**src/inc/twrba_pkg.sv**
```systemverilog
/*
  Constants shared by the wide-register byte access logic: byte addresses,
  widths, word indices and reset values.
  Assumes an 8-bit CPU data bus and one system clock.
*/
package twrba_pkg;
  localparam int unsigned ADDR_W = 3;
  localparam int unsigned BYTE_W = 8;
  localparam int unsigned WORD_W = 16;
  localparam int unsigned NUM_WORDS = 4;
  localparam int unsigned IDX_W = 2;

  // Byte addresses on the CPU bus
  localparam logic [ADDR_W-1:0] ADDR_COUNT_LO = 3'h0;
  localparam logic [ADDR_W-1:0] ADDR_COUNT_HI = 3'h1;
  localparam logic [ADDR_W-1:0] ADDR_CMP_A_LO = 3'h2;
  localparam logic [ADDR_W-1:0] ADDR_CMP_A_HI = 3'h3;
  localparam logic [ADDR_W-1:0] ADDR_CMP_B_LO = 3'h4;
  localparam logic [ADDR_W-1:0] ADDR_CMP_B_HI = 3'h5;
  localparam logic [ADDR_W-1:0] ADDR_CAPT_LO = 3'h6;
  localparam logic [ADDR_W-1:0] ADDR_CAPT_HI = 3'h7;

  // Word indices
  localparam logic [IDX_W-1:0] IDX_COUNT = 2'h0;
  localparam logic [IDX_W-1:0] IDX_CMP_A = 2'h1;
  localparam logic [IDX_W-1:0] IDX_CMP_B = 2'h2;
  localparam logic [IDX_W-1:0] IDX_CAPT = 2'h3;

  // Values after reset
  localparam logic [BYTE_W-1:0] HOLD_RST = 8'h00;
  localparam logic [BYTE_W-1:0] RDATA_RST = 8'h00;
  localparam logic [WORD_W-1:0] WORD_RST = 16'h0000;
endpackage

```
**src/rtl/twrba_top.sv**
```systemverilog
/*
  Byte access logic for the 16-bit timer registers: counter, two compare
  values and capture value, reached over an 8-bit CPU bus through one shared
  high-byte holding register.
  Assumes one-cycle bus strobes synchronous to ref_clk and a master that
  keeps the byte order; the counting and capture engines sit outside.
  While clk_en is low every strobe is ignored and all state holds.
*/
// Notes on behaviour
// - Each wide register is reached as two byte operations, low and high.
// - Exactly one 8-bit holding register buffers the upper half.
// - The holding register is shared by all wide registers on writes, but only by counter and capture on reads.
// - Only the low-byte access starts the full 16-bit transfer.
// - Low-byte write loads holding byte as upper, written byte as lower, one cycle.
// - Low-byte read returns low half and, except on compare words, captures upper half into holding register.
// - Compare register reads bypass the holding register entirely.
`timescale 1ns/1ps
`default_nettype none
module twrba_top (
  // Clock, reset, enable
  input wire logic ref_clk,
  input wire logic reset_n,
  input wire logic clk_en,
  // CPU byte bus
  input wire logic [twrba_pkg::ADDR_W-1:0] bus_addr,
  input wire logic bus_wr,
  input wire logic bus_rd,
  input wire logic [twrba_pkg::BYTE_W-1:0] bus_wdata,
  output logic [twrba_pkg::BYTE_W-1:0] bus_rdata,
  output logic bus_rvalid,
  // Timer side updates
  input wire logic count_load,
  input wire logic [twrba_pkg::WORD_W-1:0] count_next,
  input wire logic capture_load,
  input wire logic [twrba_pkg::WORD_W-1:0] capture_in,
  // Register values towards the timer
  output logic [twrba_pkg::WORD_W-1:0] timer_count_value,
  output logic [twrba_pkg::WORD_W-1:0] compare_value_a,
  output logic [twrba_pkg::WORD_W-1:0] compare_value_b,
  output logic [twrba_pkg::WORD_W-1:0] capture_value
);
  typedef struct packed {
    logic [twrba_pkg::BYTE_W-1:0] hold;
    logic [twrba_pkg::BYTE_W-1:0] rdata;
    logic rvalid;
  } twrba_state_type;

  twrba_state_type s_q;
  twrba_state_type s_d;

  // Stored words, one per timer register
  logic [twrba_pkg::WORD_W-1:0] word_val [twrba_pkg::NUM_WORDS];
  logic [twrba_pkg::NUM_WORDS-1:0] cpu_we;
  logic [twrba_pkg::WORD_W-1:0] cpu_val;

  // Decoded bus operation
  logic [twrba_pkg::IDX_W-1:0] sel_idx;
  logic sel_low;
  logic sel_direct;
  logic [twrba_pkg::WORD_W-1:0] sel_word;
  logic op_wr;
  logic op_rd;
  logic wr_low;
  logic wr_high;
  logic rd_low;
  logic rd_high;
  logic rd_snapshot;

  // Word index of a byte address
  function automatic logic [twrba_pkg::IDX_W-1:0] addr_index(
    input logic [twrba_pkg::ADDR_W-1:0] a
  );
    logic [twrba_pkg::IDX_W-1:0] idx;
    idx = twrba_pkg::IDX_COUNT;
    unique case (a)
      twrba_pkg::ADDR_COUNT_LO, twrba_pkg::ADDR_COUNT_HI: idx = twrba_pkg::IDX_COUNT;
      twrba_pkg::ADDR_CMP_A_LO, twrba_pkg::ADDR_CMP_A_HI: idx = twrba_pkg::IDX_CMP_A;
      twrba_pkg::ADDR_CMP_B_LO, twrba_pkg::ADDR_CMP_B_HI: idx = twrba_pkg::IDX_CMP_B;
      twrba_pkg::ADDR_CAPT_LO, twrba_pkg::ADDR_CAPT_HI: idx = twrba_pkg::IDX_CAPT;
    endcase
    return idx;
  endfunction

  // True for the low-order byte address of a word
  function automatic logic addr_is_low(input logic [twrba_pkg::ADDR_W-1:0] a);
    return (a == twrba_pkg::ADDR_COUNT_LO) || (a == twrba_pkg::ADDR_CMP_A_LO) ||
           (a == twrba_pkg::ADDR_CMP_B_LO) || (a == twrba_pkg::ADDR_CAPT_LO);
  endfunction

  // Compare words are the only ones read without the holding register
  function automatic logic is_compare(input logic [twrba_pkg::IDX_W-1:0] idx);
    return (idx == twrba_pkg::IDX_CMP_A) || (idx == twrba_pkg::IDX_CMP_B);
  endfunction

  // One-hot word enable for a word index
  function automatic logic [twrba_pkg::NUM_WORDS-1:0] word_onehot(
    input logic [twrba_pkg::IDX_W-1:0] idx
  );
    logic [twrba_pkg::NUM_WORDS-1:0] oh;
    oh = '0;
    oh[idx] = 1'b1;
    return oh;
  endfunction

  // Upper or lower byte of a word
  function automatic logic [twrba_pkg::BYTE_W-1:0] word_byte(
    input logic [twrba_pkg::WORD_W-1:0] w,
    input logic upper
  );
    logic [twrba_pkg::BYTE_W-1:0] b;
    b = w[twrba_pkg::BYTE_W-1:0];
    if (upper) begin
      b = w[twrba_pkg::WORD_W-1:twrba_pkg::BYTE_W];
    end
    return b;
  endfunction

  assign sel_idx = addr_index(bus_addr);
  assign sel_low = addr_is_low(bus_addr);
  assign sel_direct = is_compare(sel_idx);
  assign sel_word = word_val[sel_idx];

  // A write and a read in one cycle: the write is served, the read dropped
  assign op_wr = bus_wr;
  assign op_rd = bus_rd && !bus_wr;
  assign wr_low = op_wr && sel_low;
  assign wr_high = op_wr && !sel_low;
  assign rd_low = op_rd && sel_low;
  assign rd_high = op_rd && !sel_low;
  // Compare words leave the holding byte untouched on a low read
  assign rd_snapshot = rd_low && !sel_direct;

  // Upper half comes from the holding byte, lower half from the bus
  assign cpu_val = {s_q.hold, bus_wdata};
  // Only the low byte commits a word, so a lone high write stays harmless
  assign cpu_we = wr_low ? word_onehot(sel_idx) : '0;

  always_comb begin
    s_d = s_q;
    s_d.rvalid = op_rd;
    // One holding byte for every word; a stray access clobbers it
    if (wr_high) begin
      s_d.hold = bus_wdata;
    end
    if (rd_low) begin
      s_d.rdata = word_byte(sel_word, 1'b0);
    end
    // Upper half is caught in the same cycle as the low byte leaves
    if (rd_snapshot) begin
      s_d.hold = word_byte(sel_word, 1'b1);
    end
    if (rd_high) begin
      s_d.rdata = sel_direct ? word_byte(sel_word, 1'b1) : s_q.hold;
    end
  end

  // clk_en low freezes every byte, the holding one included
  always_ff @(posedge ref_clk or negedge reset_n) begin
    if (!reset_n) begin
      s_q.hold <= twrba_pkg::HOLD_RST;
      s_q.rdata <= twrba_pkg::RDATA_RST;
      s_q.rvalid <= 1'b0;
    end else if (clk_en) begin
      s_q <= s_d;
    end
  end

  // Counter word: the timer reloads it, a CPU write in the same cycle wins
  twrba_word_reg u_word_count (
    .ref_clk(ref_clk),
    .reset_n(reset_n),
    .clk_en(clk_en),
    .cpu_we(cpu_we[twrba_pkg::IDX_COUNT]),
    .cpu_val(cpu_val),
    .hw_we(count_load),
    .hw_val(count_next),
    .value(word_val[twrba_pkg::IDX_COUNT])
  );

  // Compare words: only software writes them, the timer side never loads
  twrba_word_reg u_word_cmp_a (
    .ref_clk(ref_clk),
    .reset_n(reset_n),
    .clk_en(clk_en),
    .cpu_we(cpu_we[twrba_pkg::IDX_CMP_A]),
    .cpu_val(cpu_val),
    .hw_we(1'b0),
    .hw_val(twrba_pkg::WORD_RST),
    .value(word_val[twrba_pkg::IDX_CMP_A])
  );

  twrba_word_reg u_word_cmp_b (
    .ref_clk(ref_clk),
    .reset_n(reset_n),
    .clk_en(clk_en),
    .cpu_we(cpu_we[twrba_pkg::IDX_CMP_B]),
    .cpu_val(cpu_val),
    .hw_we(1'b0),
    .hw_val(twrba_pkg::WORD_RST),
    .value(word_val[twrba_pkg::IDX_CMP_B])
  );

  // Capture word: loaded by the capture engine, also writable by software
  twrba_word_reg u_word_capt (
    .ref_clk(ref_clk),
    .reset_n(reset_n),
    .clk_en(clk_en),
    .cpu_we(cpu_we[twrba_pkg::IDX_CAPT]),
    .cpu_val(cpu_val),
    .hw_we(capture_load),
    .hw_val(capture_in),
    .value(word_val[twrba_pkg::IDX_CAPT])
  );

  // Words reach the timer straight from their flip-flops
  assign bus_rdata = s_q.rdata;
  assign bus_rvalid = s_q.rvalid;
  assign timer_count_value = word_val[twrba_pkg::IDX_COUNT];
  assign compare_value_a = word_val[twrba_pkg::IDX_CMP_A];
  assign compare_value_b = word_val[twrba_pkg::IDX_CMP_B];
  assign capture_value = word_val[twrba_pkg::IDX_CAPT];
endmodule
`default_nettype wire

```
**src/rtl/twrba_word_reg.sv**
```systemverilog
/*
  One 16-bit timer register with a CPU load port and a timer-side load port.
  Assumes strobes are synchronous to ref_clk; the CPU load has priority.
*/
`timescale 1ns/1ps
`default_nettype none
module twrba_word_reg (
  // Clock, reset, enable
  input wire logic ref_clk,
  input wire logic reset_n,
  input wire logic clk_en,
  // CPU side load
  input wire logic cpu_we,
  input wire logic [twrba_pkg::WORD_W-1:0] cpu_val,
  // Timer side load
  input wire logic hw_we,
  input wire logic [twrba_pkg::WORD_W-1:0] hw_val,
  // Stored value
  output logic [twrba_pkg::WORD_W-1:0] value
);
  typedef struct packed {
    logic [twrba_pkg::WORD_W-1:0] word;
  } twrba_word_state_type;

  twrba_word_state_type s_q;
  twrba_word_state_type s_d;

  always_comb begin
    s_d = s_q;
    // Software intent beats a timer update landing in the same cycle
    if (cpu_we) begin
      s_d.word = cpu_val;
    end else if (hw_we) begin
      s_d.word = hw_val;
    end
  end

  always_ff @(posedge ref_clk or negedge reset_n) begin
    if (!reset_n) begin
      s_q.word <= twrba_pkg::WORD_RST;
    end else if (clk_en) begin
      s_q <= s_d;
    end
  end

  assign value = s_q.word;
endmodule
`default_nettype wire

```
**config.mk**
```make
export PLATFORM = sky130hd
export DESIGN_NAME = twrba_top
export DESIGN_NICKNAME = d
export VERILOG_FILES = /design/src/inc/twrba_pkg.sv /design/src/rtl/twrba_top.sv /design/src/rtl/twrba_word_reg.sv
export SDC_FILE = /design/constraint.sdc
export NUM_CORES = 1
export LEC_CHECK = 0
export ABC_CLOCK_PERIOD_IN_PS = 1650
export BUFFER_PORTS_ARGS = -buffer_cell sky130_fd_sc_hd__buf_2
export CAP_MARGIN = 10
export CORE_ASPECT_RATIO = 2
export CORE_MARGIN = 2
export CORE_UTILIZATION = 55
export CTS_BUF_LIST = sky130_fd_sc_hd__clkbuf_8
export CTS_CLUSTER_SIZE = 8
export DETAILED_ROUTE_END_ITERATION = 8
export HOLD_SLACK_MARGIN = 0.1
export PLACE_DENSITY = 0.95
export SKIP_LAST_GASP = 1
export SLEW_MARGIN = 25
export SYNTH_ARGS = -nofsm -noshare
export SYNTH_HDL_FRONTEND = slang
export SYNTH_HIERARCHICAL = 1
export SYNTH_SLANG_ARGS = --single-unit
```
**constraint.sdc**
```tcl
create_clock -name ref_clk -period 1.65 [get_ports ref_clk]
set_input_delay 0.33 -clock ref_clk [delete_from_list [all_inputs] [get_ports ref_clk]]
set_output_delay 0.33 -clock ref_clk [all_outputs]
set_load 0.01 [all_outputs]
```
# == After elaboration in Yosys (flattened, before gate mapping) ==
# Memory sizes are Yosys's and may differ from the RTL's.
# Cells that the tools add are included.
# classes
magnitude_cmp,3
n_eq_ne,5
mux,15
n_bitwise,1
n_reduce_logical,25
# ops
cell,count
two-way mux 16 bit,6
two-way mux 8 bit,5
binary-select mux 16 bit (select 2 bit),1
AND reduction 2 bit,6
nonzero test 2 bit,4
logical AND 1 bit,7
equality test 3 bit (second input constant),2
logical OR 1 bit,4
two-way mux 4 bit,1
equality test 3 x 2 -> 1 bit (second input constant),1
greater-or-equal comparator 3 bit (second input constant),1
logical NOT 1 bit,3
logical NOT 3 bit,1
less-than comparator 2 x 3 -> 1 bit (second input constant),1
inverter 2 -> 3 bit,1
demux 1 bit (select 2 bit),1
equality test 2 x 1 -> 1 bit (second input constant),1
equality test 2 bit (second input constant),1
greater-or-equal comparator 2 x 1 -> 1 bit (second input constant),1
two-way mux 1 bit,1
# word_totals
ff_bits,81
rom_bits,16
inputBits,50
output_inout_bits,73
mem_count,1
# memory_table
name,depth,word_bits,rd,rd_ports_with_merged_regs,write_ports,line,text
(no name shown),8,2,1,0,0,twrba_top.sv:75,unique case (a)

# == Logic depth before layout (Yosys ltp) ==
# Gate-level depths: netlist (run 1).
# depth
ltp_word,8
ltp_mapped,12
depth_no_buf,6

# == Cells and area by module ==
# The synthesis (run 1) kept the hierarchy.
# by_module_without_submodules
mod,instances,cells_per_inst,area_per_inst_um2
twrba_word_reg,4,77,780.7
twrba_top,1,147,1458.9

# == Worst setup path after synthesis (run 1) ==
# Ideal clock, no wire load.
# synth_timing
path_kind,in2reg
startpoint,input port bus_addr[1] (netlist name)
endpoint,register s_q (netlist bit bus_rdata[3])
setup_time_ns,0.121
arrival_time_ns,1.932
required_time_ns,1.529
setup_slack_ns,-0.403
path_stages,9
cell_sequence,buf_6 > buf_6 > buf_8 > inv_2 > ha_1 > clkbuf_1 > mux2i_1 > nand3_1 > a22o_1
# synth_between
elab_chain_cells,8
elab_cells_between_ends,23
classes_between,eq/ne: 5; mux: 6; bitwise: 1; reduce/logical: 10; memory: 1
# synth_rtl
item,line,text
start: declaration,twrba_top.sv:25,"input wire logic [twrba_pkg::ADDR_W-1:0] bus_addr,"
branches (longest 8 deep; another with memory read (8 x 2 bit)),-,
end: declaration,twrba_top.sv:48,twrba_state_type s_q;
# Several ways; the timed one is not identified. The select of a mux whose other input is x is not followed.
# A chain may end at the register's enable or synchronous reset.

# == Final worst setup path (run 1) ==
# layout_timing
startpoint,register u_word_capt.s_q (netlist bit u_word_capt/value[13])
endpoint,register s_q (netlist bit bus_rdata[5])
# layout_between
elab_chain_cells,5
# layout_rtl
item,line,text
start: declaration,twrba_word_reg.sv:25,twrba_word_state_type s_q;
binary-select mux 16 bit (select 2 bit),twrba_top.sv:121,assign sel_word = word_val[sel_idx];
two-way mux 16 bit (not written as such) (2 in a row),twrba_top.sv:121,
two-way mux 8 bit,twrba_top.sv:153,"s_d.rdata = sel_direct ? word_byte(sel_word, 1'b1) : s_q.hold;"
two-way mux 8 bit,twrba_top.sv:152,if (rd_high) begin
# No other way between the ends. The select of a mux whose other input is x is not followed.

==> impl_metrics.csv, run 1 <==
group,metric,value,unit
cells_and_area,final_nets,688,
setup_path,worstPathMaxFanout,3,
setup_path,r2r_start,"u_word_capt/value[13]",
cts,clockBufferDepth,2,
sta,hold_viol_final,0,
setup_path,critPathTopFamily,"multiplexers",
sta,hold_ws,223.6,ps
yosys,synth_ff_type,"dfrtp_1",
yosys,synth-seq-cells,81,
setup_path,path_cells,"mux4_2, mux2i_1, nand3_1, a22o_1",
route,wl_per_cell,23.30,um
grt,grt_pass1_wl,26.16,mm
power_and_ir_drop,ir_worst_vdd,0.8157,mV
yosys,yosysWarnings,6,
sta,drv_slew,0,
worst_hold_path,whs_path_depth,3,
run_status,outcome,"completed",
power_and_ir_drop,power_per_cell_area,1037,nW/um^2
route,wirelength,17.17,mm
die,die_y,133.1,um
yosys,synth_edf_count,0,
grt,antenna_found_initial,0,
cells_and_area,nFillCells,538,
die,ios,123,
setup_path,end_kind,"register",
cells_and_area,syn_to_final_growth,30.75,%
die,die_area,9121,sq um
cts,postCtsSetupBuffers,0,
cts,cts_sinks,81,
placement,dp_hpwl,12.34,mm
grt,overflow,0,
route,ant_nets,0,
cells_and_area,final_cell_area,5991,sq um
yosys,synth_top_area_cell,"dfrtp_1",
setup_path,timing.rr.end,"bus_rdata[5]",
route,vias,4997,
setup_path,crit_slowest_cell,"mux4_2",
sta,worstMarginPinSlew,689.1,ps
grt,track_usage,0.3940,
cts,cts_root_buffer,"clkbuf_8",
sta,relSlewSlack,0.5395,
die,initial_core_util,0.5605,
cells_and_area,drive_gt1_frac,0.3505,
yosys,syn_area,4582,sq um
sta,finalSetupViolCount,0,
yosys,synthArstFlopShare,1.000,
cts,cts_hold_buf,1,
cells_and_area,utilization,0.7329,
placement,dpl.cell_count,720,
yosys,ys_top_cells_by_area,"dfrtp_1, o32ai_1, o22ai_1, nor2_1, mux2i_1",
worst_hold_path,min_path_type,"in -> reg",
worst_hold_path,min_to,"u_word_count/value[1]",
yosys,syn-instance-count,455,
job,drv_cap,0,
cts,cts_buffers,9,
route,route.detailed.drc,0,
grt,grt_max_degree,82,
power_and_ir_drop,power,6.210,mW
cts,htree_levels,3,
sta,fin_skew,10.56,ps
yosys,yosys.area.top_type_share,0.4424,
setup_path,max_stage_delay,510,ps
yosys,synth_cell_types,36,
setup_path,cp.required,1910,ps
yosys,syn_avg_cell_area,10.07,sq um
cts,cts.repair.resized,0,
cts,cts.reportedPaths.clkPinSlew,80,ps
cells_and_area,diodes,0,
yosys,seq_area_frac_synth,0.4424,
placement,numPortBuffers,122,
die,die_x,68.54,um
placement,gp_congestion,1.026,
worst_hold_path,hp-start,"count_next[1]",
setup_path,cp.arrival,1840,ps
sta,period_share,0.9556,
die,core,8174,sq um
setup_path,critPathKind,"reg -> reg",
setup_path,startpoint_type,"register",
route,drt_iter0_markers,577,
route,viasPerCell,6.780,
yosys,synth.cells.most_frequent,"dfrtp_1, nor2_1, o22ai_1",
route,dr.pass1.iters,5,
sta,max_clock_freq,0.6342,GHz
power_and_ir_drop,p_leak,2.713,nW
yosys,yosysMostFrequentCell,"dfrtp_1",
setup_path,reg2regPathDepth,4,
cts,tritoncts,"built",
setup_path,crit_buf_inv,0,
placement,place_area,5773,sq um
cells_and_area,instances_no_fill,737,
grt,grt_pass1_vias,5013,
cts,clock_latency,370,ps
sta,rsz0062_at_grt,"no",
setup_path,ff2ff_setup_slack,70,ps
sta,period_needed,1577,ps
die,num_rows,47,
## worst max-delay path by stage
| stage | end | slack [ps] | startpoint | depth (start not counted) |
|---|---|---|---|---|
| after global placement | cpu_val[14] | -130 | bus_addr[1] | 8 |
| after floorplan | cpu_val[10] | -200 | bus_addr[1] | 9 |
| after global routing | cpu_val[8] | 60 | bus_addr[1] | 7 |
| final | bus_rdata[5] | 70 | u_word_capt/value[13] | 4 |
| after CTS | bus_rdata[5] | 120 | u_word_capt/value[13] | 4 |
| after detailed placement | bus_rdata[5] | -250 | bus_addr[1] | 6 |
## layout by cell type, fill, tap and decap left out, types with 20 or more instances in the layout
cell type,synthesis,routed
buf_2,14,121
dfrtp_1,81,81
nor2_1,70,70
o22ai_1,62,62
buf_4,0,45
conb_1,1,40
o32ai_1,56,36
nand2_1,24,23
mux2i_1,22,22
o32ai_2,0,20
## per-stage QoR
stage	setup slack [ps]	TNS [ps]
detailed placement	-251.1	-5742
floorplan	-198.4	-4704
CTS	118.3	0
finish	73.33	0
global placement	-131.1	-2310
global route	57.87	0
## registers in the layout (all words and copies together), names as in the netlist
signal	flops
bus_rvalid	1
u_word_cmp_a/value	16
u_word_capt/value	16
cpu_val	8
bus_rdata	8
u_word_count/value	16
u_word_cmp_b/value	16
## layer usage
metal | vias up | wire length [um] | GRT usage
met4 | 0 | 1519 | 0.2989
met5 | - | 0 | 0
met1 | 2397 | 5490 | 0.4368
met3 | 116 | 1638 | 0.1003
met2 | 390 | 8524 | 0.6181
li1 | 2094 | - | -
## cell type report
type | count | area [sq um] | area share
multi-input combinational | 366 | 2576 | 0.4300
tap | 98 | 122.6 | 0.02047
sequential | 81 | 2027 | 0.3383
inverter | 5 | 23.77 | 0.003968
clock buffer | 12 | 165.2 | 0.02757
timing repair buffer | 171 | 1033 | 0.1725
clock inverter | 4 | 42.54 | 0.007101
## tightest hold or removal path: cells and delay by family
kind                   cells  cell delay [ps]
buffers and inverters      1               80
AO/OA/AOI/OAI              1               70
AND/OR/NAND/NOR            1               80
## cell families (layout without fill, tap and decap cells)
logic type               count (synthesis)  after routing  synth area share
multiplexers                            34             34           0.09885
adder cells (fa/ha/maj)                  4              4           0.01092
AND/OR/NAND/NOR                        138            138            0.1415
flip-flops                              81             81            0.4424
AO/OA/AOI/OAI                          150            150            0.2378
other                                    1             40         0.0008184
buffers and inverters                   47            192           0.06772
## power breakdown
| group | internal (mW) | switching [mW] |
|---|---|---|
| Combinational | 0.836 | 1.00 |
| Clock | 0.811 | 0.740 |
| Sequential | 2.33 | 0.486 |
| Total | 3.98 | 2.23 |
(Power assumes the default switching activity.)
==> run 2, diff against run 1 <==
- BUFFER_PORTS_ARGS: -buffer_cell sky130_fd_sc_hd__buf_2 -> -buffer_cell sky130_fd_sc_hd__buf_4
- CORE_MARGIN: 2 -> 4
- SLEW_MARGIN: 25 -> 20
==> run 2 against run 1 <==
  * The run now ends with DRC left
  * Worst hold slack worse by 2.3 ps
  * Largest cell class unchanged
  * First-iteration DRC count increased by 49%
  * Critical endpoint is now bus_rdata[4]
  * Design area grew 6.1%
  * Sequential power about the same
  * Die area increased by 9.0%
  * Clock skew up 11 ps
  * Highest routed layer unchanged
  * Core utilization is 5.6 points higher
  * Sequential share of layout area fell by 1.9 points
  * Setup slack worse by 5.6 ps
  * Flip-flop and latch count stayed put
==> impl_metrics.csv, run 2 (same netlist as run 1, synthesis figures left out) <==
group,metric,value,unit
grt,grt-busiest-layer,"met2",
sta,fin_skew,21.21,ps
placement,numPortBuffers,122,
sta,hold_ws,221.3,ps
route,wl_per_cell,26.06,um
setup_path,cp.required,1920,ps
route,route.detailed.drc,7,
cts,cts_buffers,9,
route,vias,5257,
cells_and_area,diodes,0,
cells_and_area,final_common_cell,"buf_4",
cts,cts.reportedPaths.clkPinSlew,100,ps
die,ios,123,
grt,track_usage,0.3864,
cells_and_area,utilization,0.7885,
route,drt_iter0_markers,857,
die,die_y,137.1,um
cells_and_area,multi_input_area,2587,sq um
grt,grt_max_degree,31,
die,die_area,9944,sq um
sta,setup_ws,67.75,ps
cts,cts_sinks,81,
cts,cts_root_buffer,"clkbuf_8",
job,drv_cap,0,
placement,dp_hpwl,12.88,mm
power_and_ir_drop,ir_worst_vdd,0.8609,mV
grt,globalRouteMet3Util,0.08235,
cts,clockBufferDepth,2,
power_and_ir_drop,power_per_cell_area,1053,nW/um^2
die,initial_core_util,0.5686,
setup_path,startpoint_type,"register",
sta,hold_viol_final,0,
route,wirelength,19.13,mm
route,viasPerCell,7.162,
die,num_rows,46,
route,dr.pass1.iters,9,
grt,met1_usage,0.4275,
cells_and_area,syn_to_final_growth,38.67,%
power_and_ir_drop,p_leak,2.829,nW
power_and_ir_drop,power,6.691,mW
cts,htree_levels,3,
sta,finalSetupViolCount,0,
grt,antenna_found_initial,0,
sta,max_clock_freq,0.6320,GHz
setup_path,worstPathMaxFanout,4,
grt,grt_pass1_vias,5354,
cts,tritoncts,"built",
grt,grt_pass1_wl,28.61,mm
cts,clock_latency,380,ps
sta,fin_setup_tns,0,ps
grt,overflow,0,
cells_and_area,regArea,2027,sq um
sta,relSlewSlack,0.5024,
cells_and_area,final_cell_area,6354,sq um
run_status,outcome,"finished, violations left",
setup_path,end_kind,"register",
sta,worstMarginPinSlew,744.6,ps
placement,dpl.cell_count,712,
grt,met2_usage,0.6378,
sta,drv_slew,0,
placement,gp_congestion,1.030,
setup_path,critPathKind,"reg -> reg",
die,core,8058,sq um
run_status,violations,"DRC",
setup_path,cp.arrival,1850,ps
cells_and_area,instances_no_fill,734,
placement,place_area,6066,sq um
die,die_x,72.54,um
worst_hold_path,min_path_type,"in -> reg",
sta,period_share,0.9589,
sta,period_needed,1582,ps
cells_and_area,drive_gt1_frac,0.3542,
cells_and_area,mostFrequentLayoutCells,"buf_4, dfrtp_1, nor2_1",
route,ant_nets,0,
cells_and_area,final_nets,687,
cells_and_area,nFillCells,456,
placement,place_ws,-182.8,ps
[run 2: changes by cell type in the layout (fill, tap and decap cells not counted), sizes merged]
cell    before  now
buf        170  169
inv          7    5
clkinv       1    4
bufinv       1    2
clkbuf      12   10
[run 2: timing repair]
| item | in CTS | in global routing |
|---|---|---|
| gates resized for setup | 0 | 2 |
| setup endpoints to repair | 0 | 3 |
| hold buffers | 1 | 0 |
| endpoints found under the hold margin | 28 | 0 |
| setup buffers | 0 | 5 |
[run 2: worst paths after layout]
kind / slack [ps] / start / endpoint / cells past startpoint
min reg2reg: 530 / bus_rvalid / bus_rvalid / 2
min: 220 / count_next[12] / u_word_count/value[12] / 3
max reg2reg: 70 / u_word_count/value[12] / bus_rdata[4] / 4
max in group asynchronous: 660 / reset_n / u_word_count/value[10] / 3
max: 70 / u_word_count/value[12] / bus_rdata[4] / 4
min in group asynchronous: 450 / reset_n / cpu_val[8] / 2
[run 2: layer usage]
layer | part of all wire | wire [um]
met1 | 0.30 | 5652
met2 | 0.50 | 9493
met3 | 0.12 | 2319
met4 | 0.087 | 1664
met5 | 0 | 0
[run 2: cell type report]
type / count / area share
Inverter: 5 / 0.003742
Timing Repair Buffer: 170 / 0.2150
Sequential cell: 81 / 0.3190
Multi-Input combinational cell: 366 / 0.4072
Clock inverter: 6 / 0.01438
Clock buffer: 10 / 0.02166
Tap cell: 96 / 0.01891
[run 2: power by group]
part / switching [mW] / internal [mW]
clock: 0.800 / 0.899
combinational: 1.09 / 1.07
sequential: 0.500 / 2.33
total: 2.39 / 4.30
[run 2: critical path, stage by stage (launching register included)]
cell     delay, ps
dfrtp_1        420
mux4_2         510
mux2i_1        200
nand3_1        140
a22o_1         200
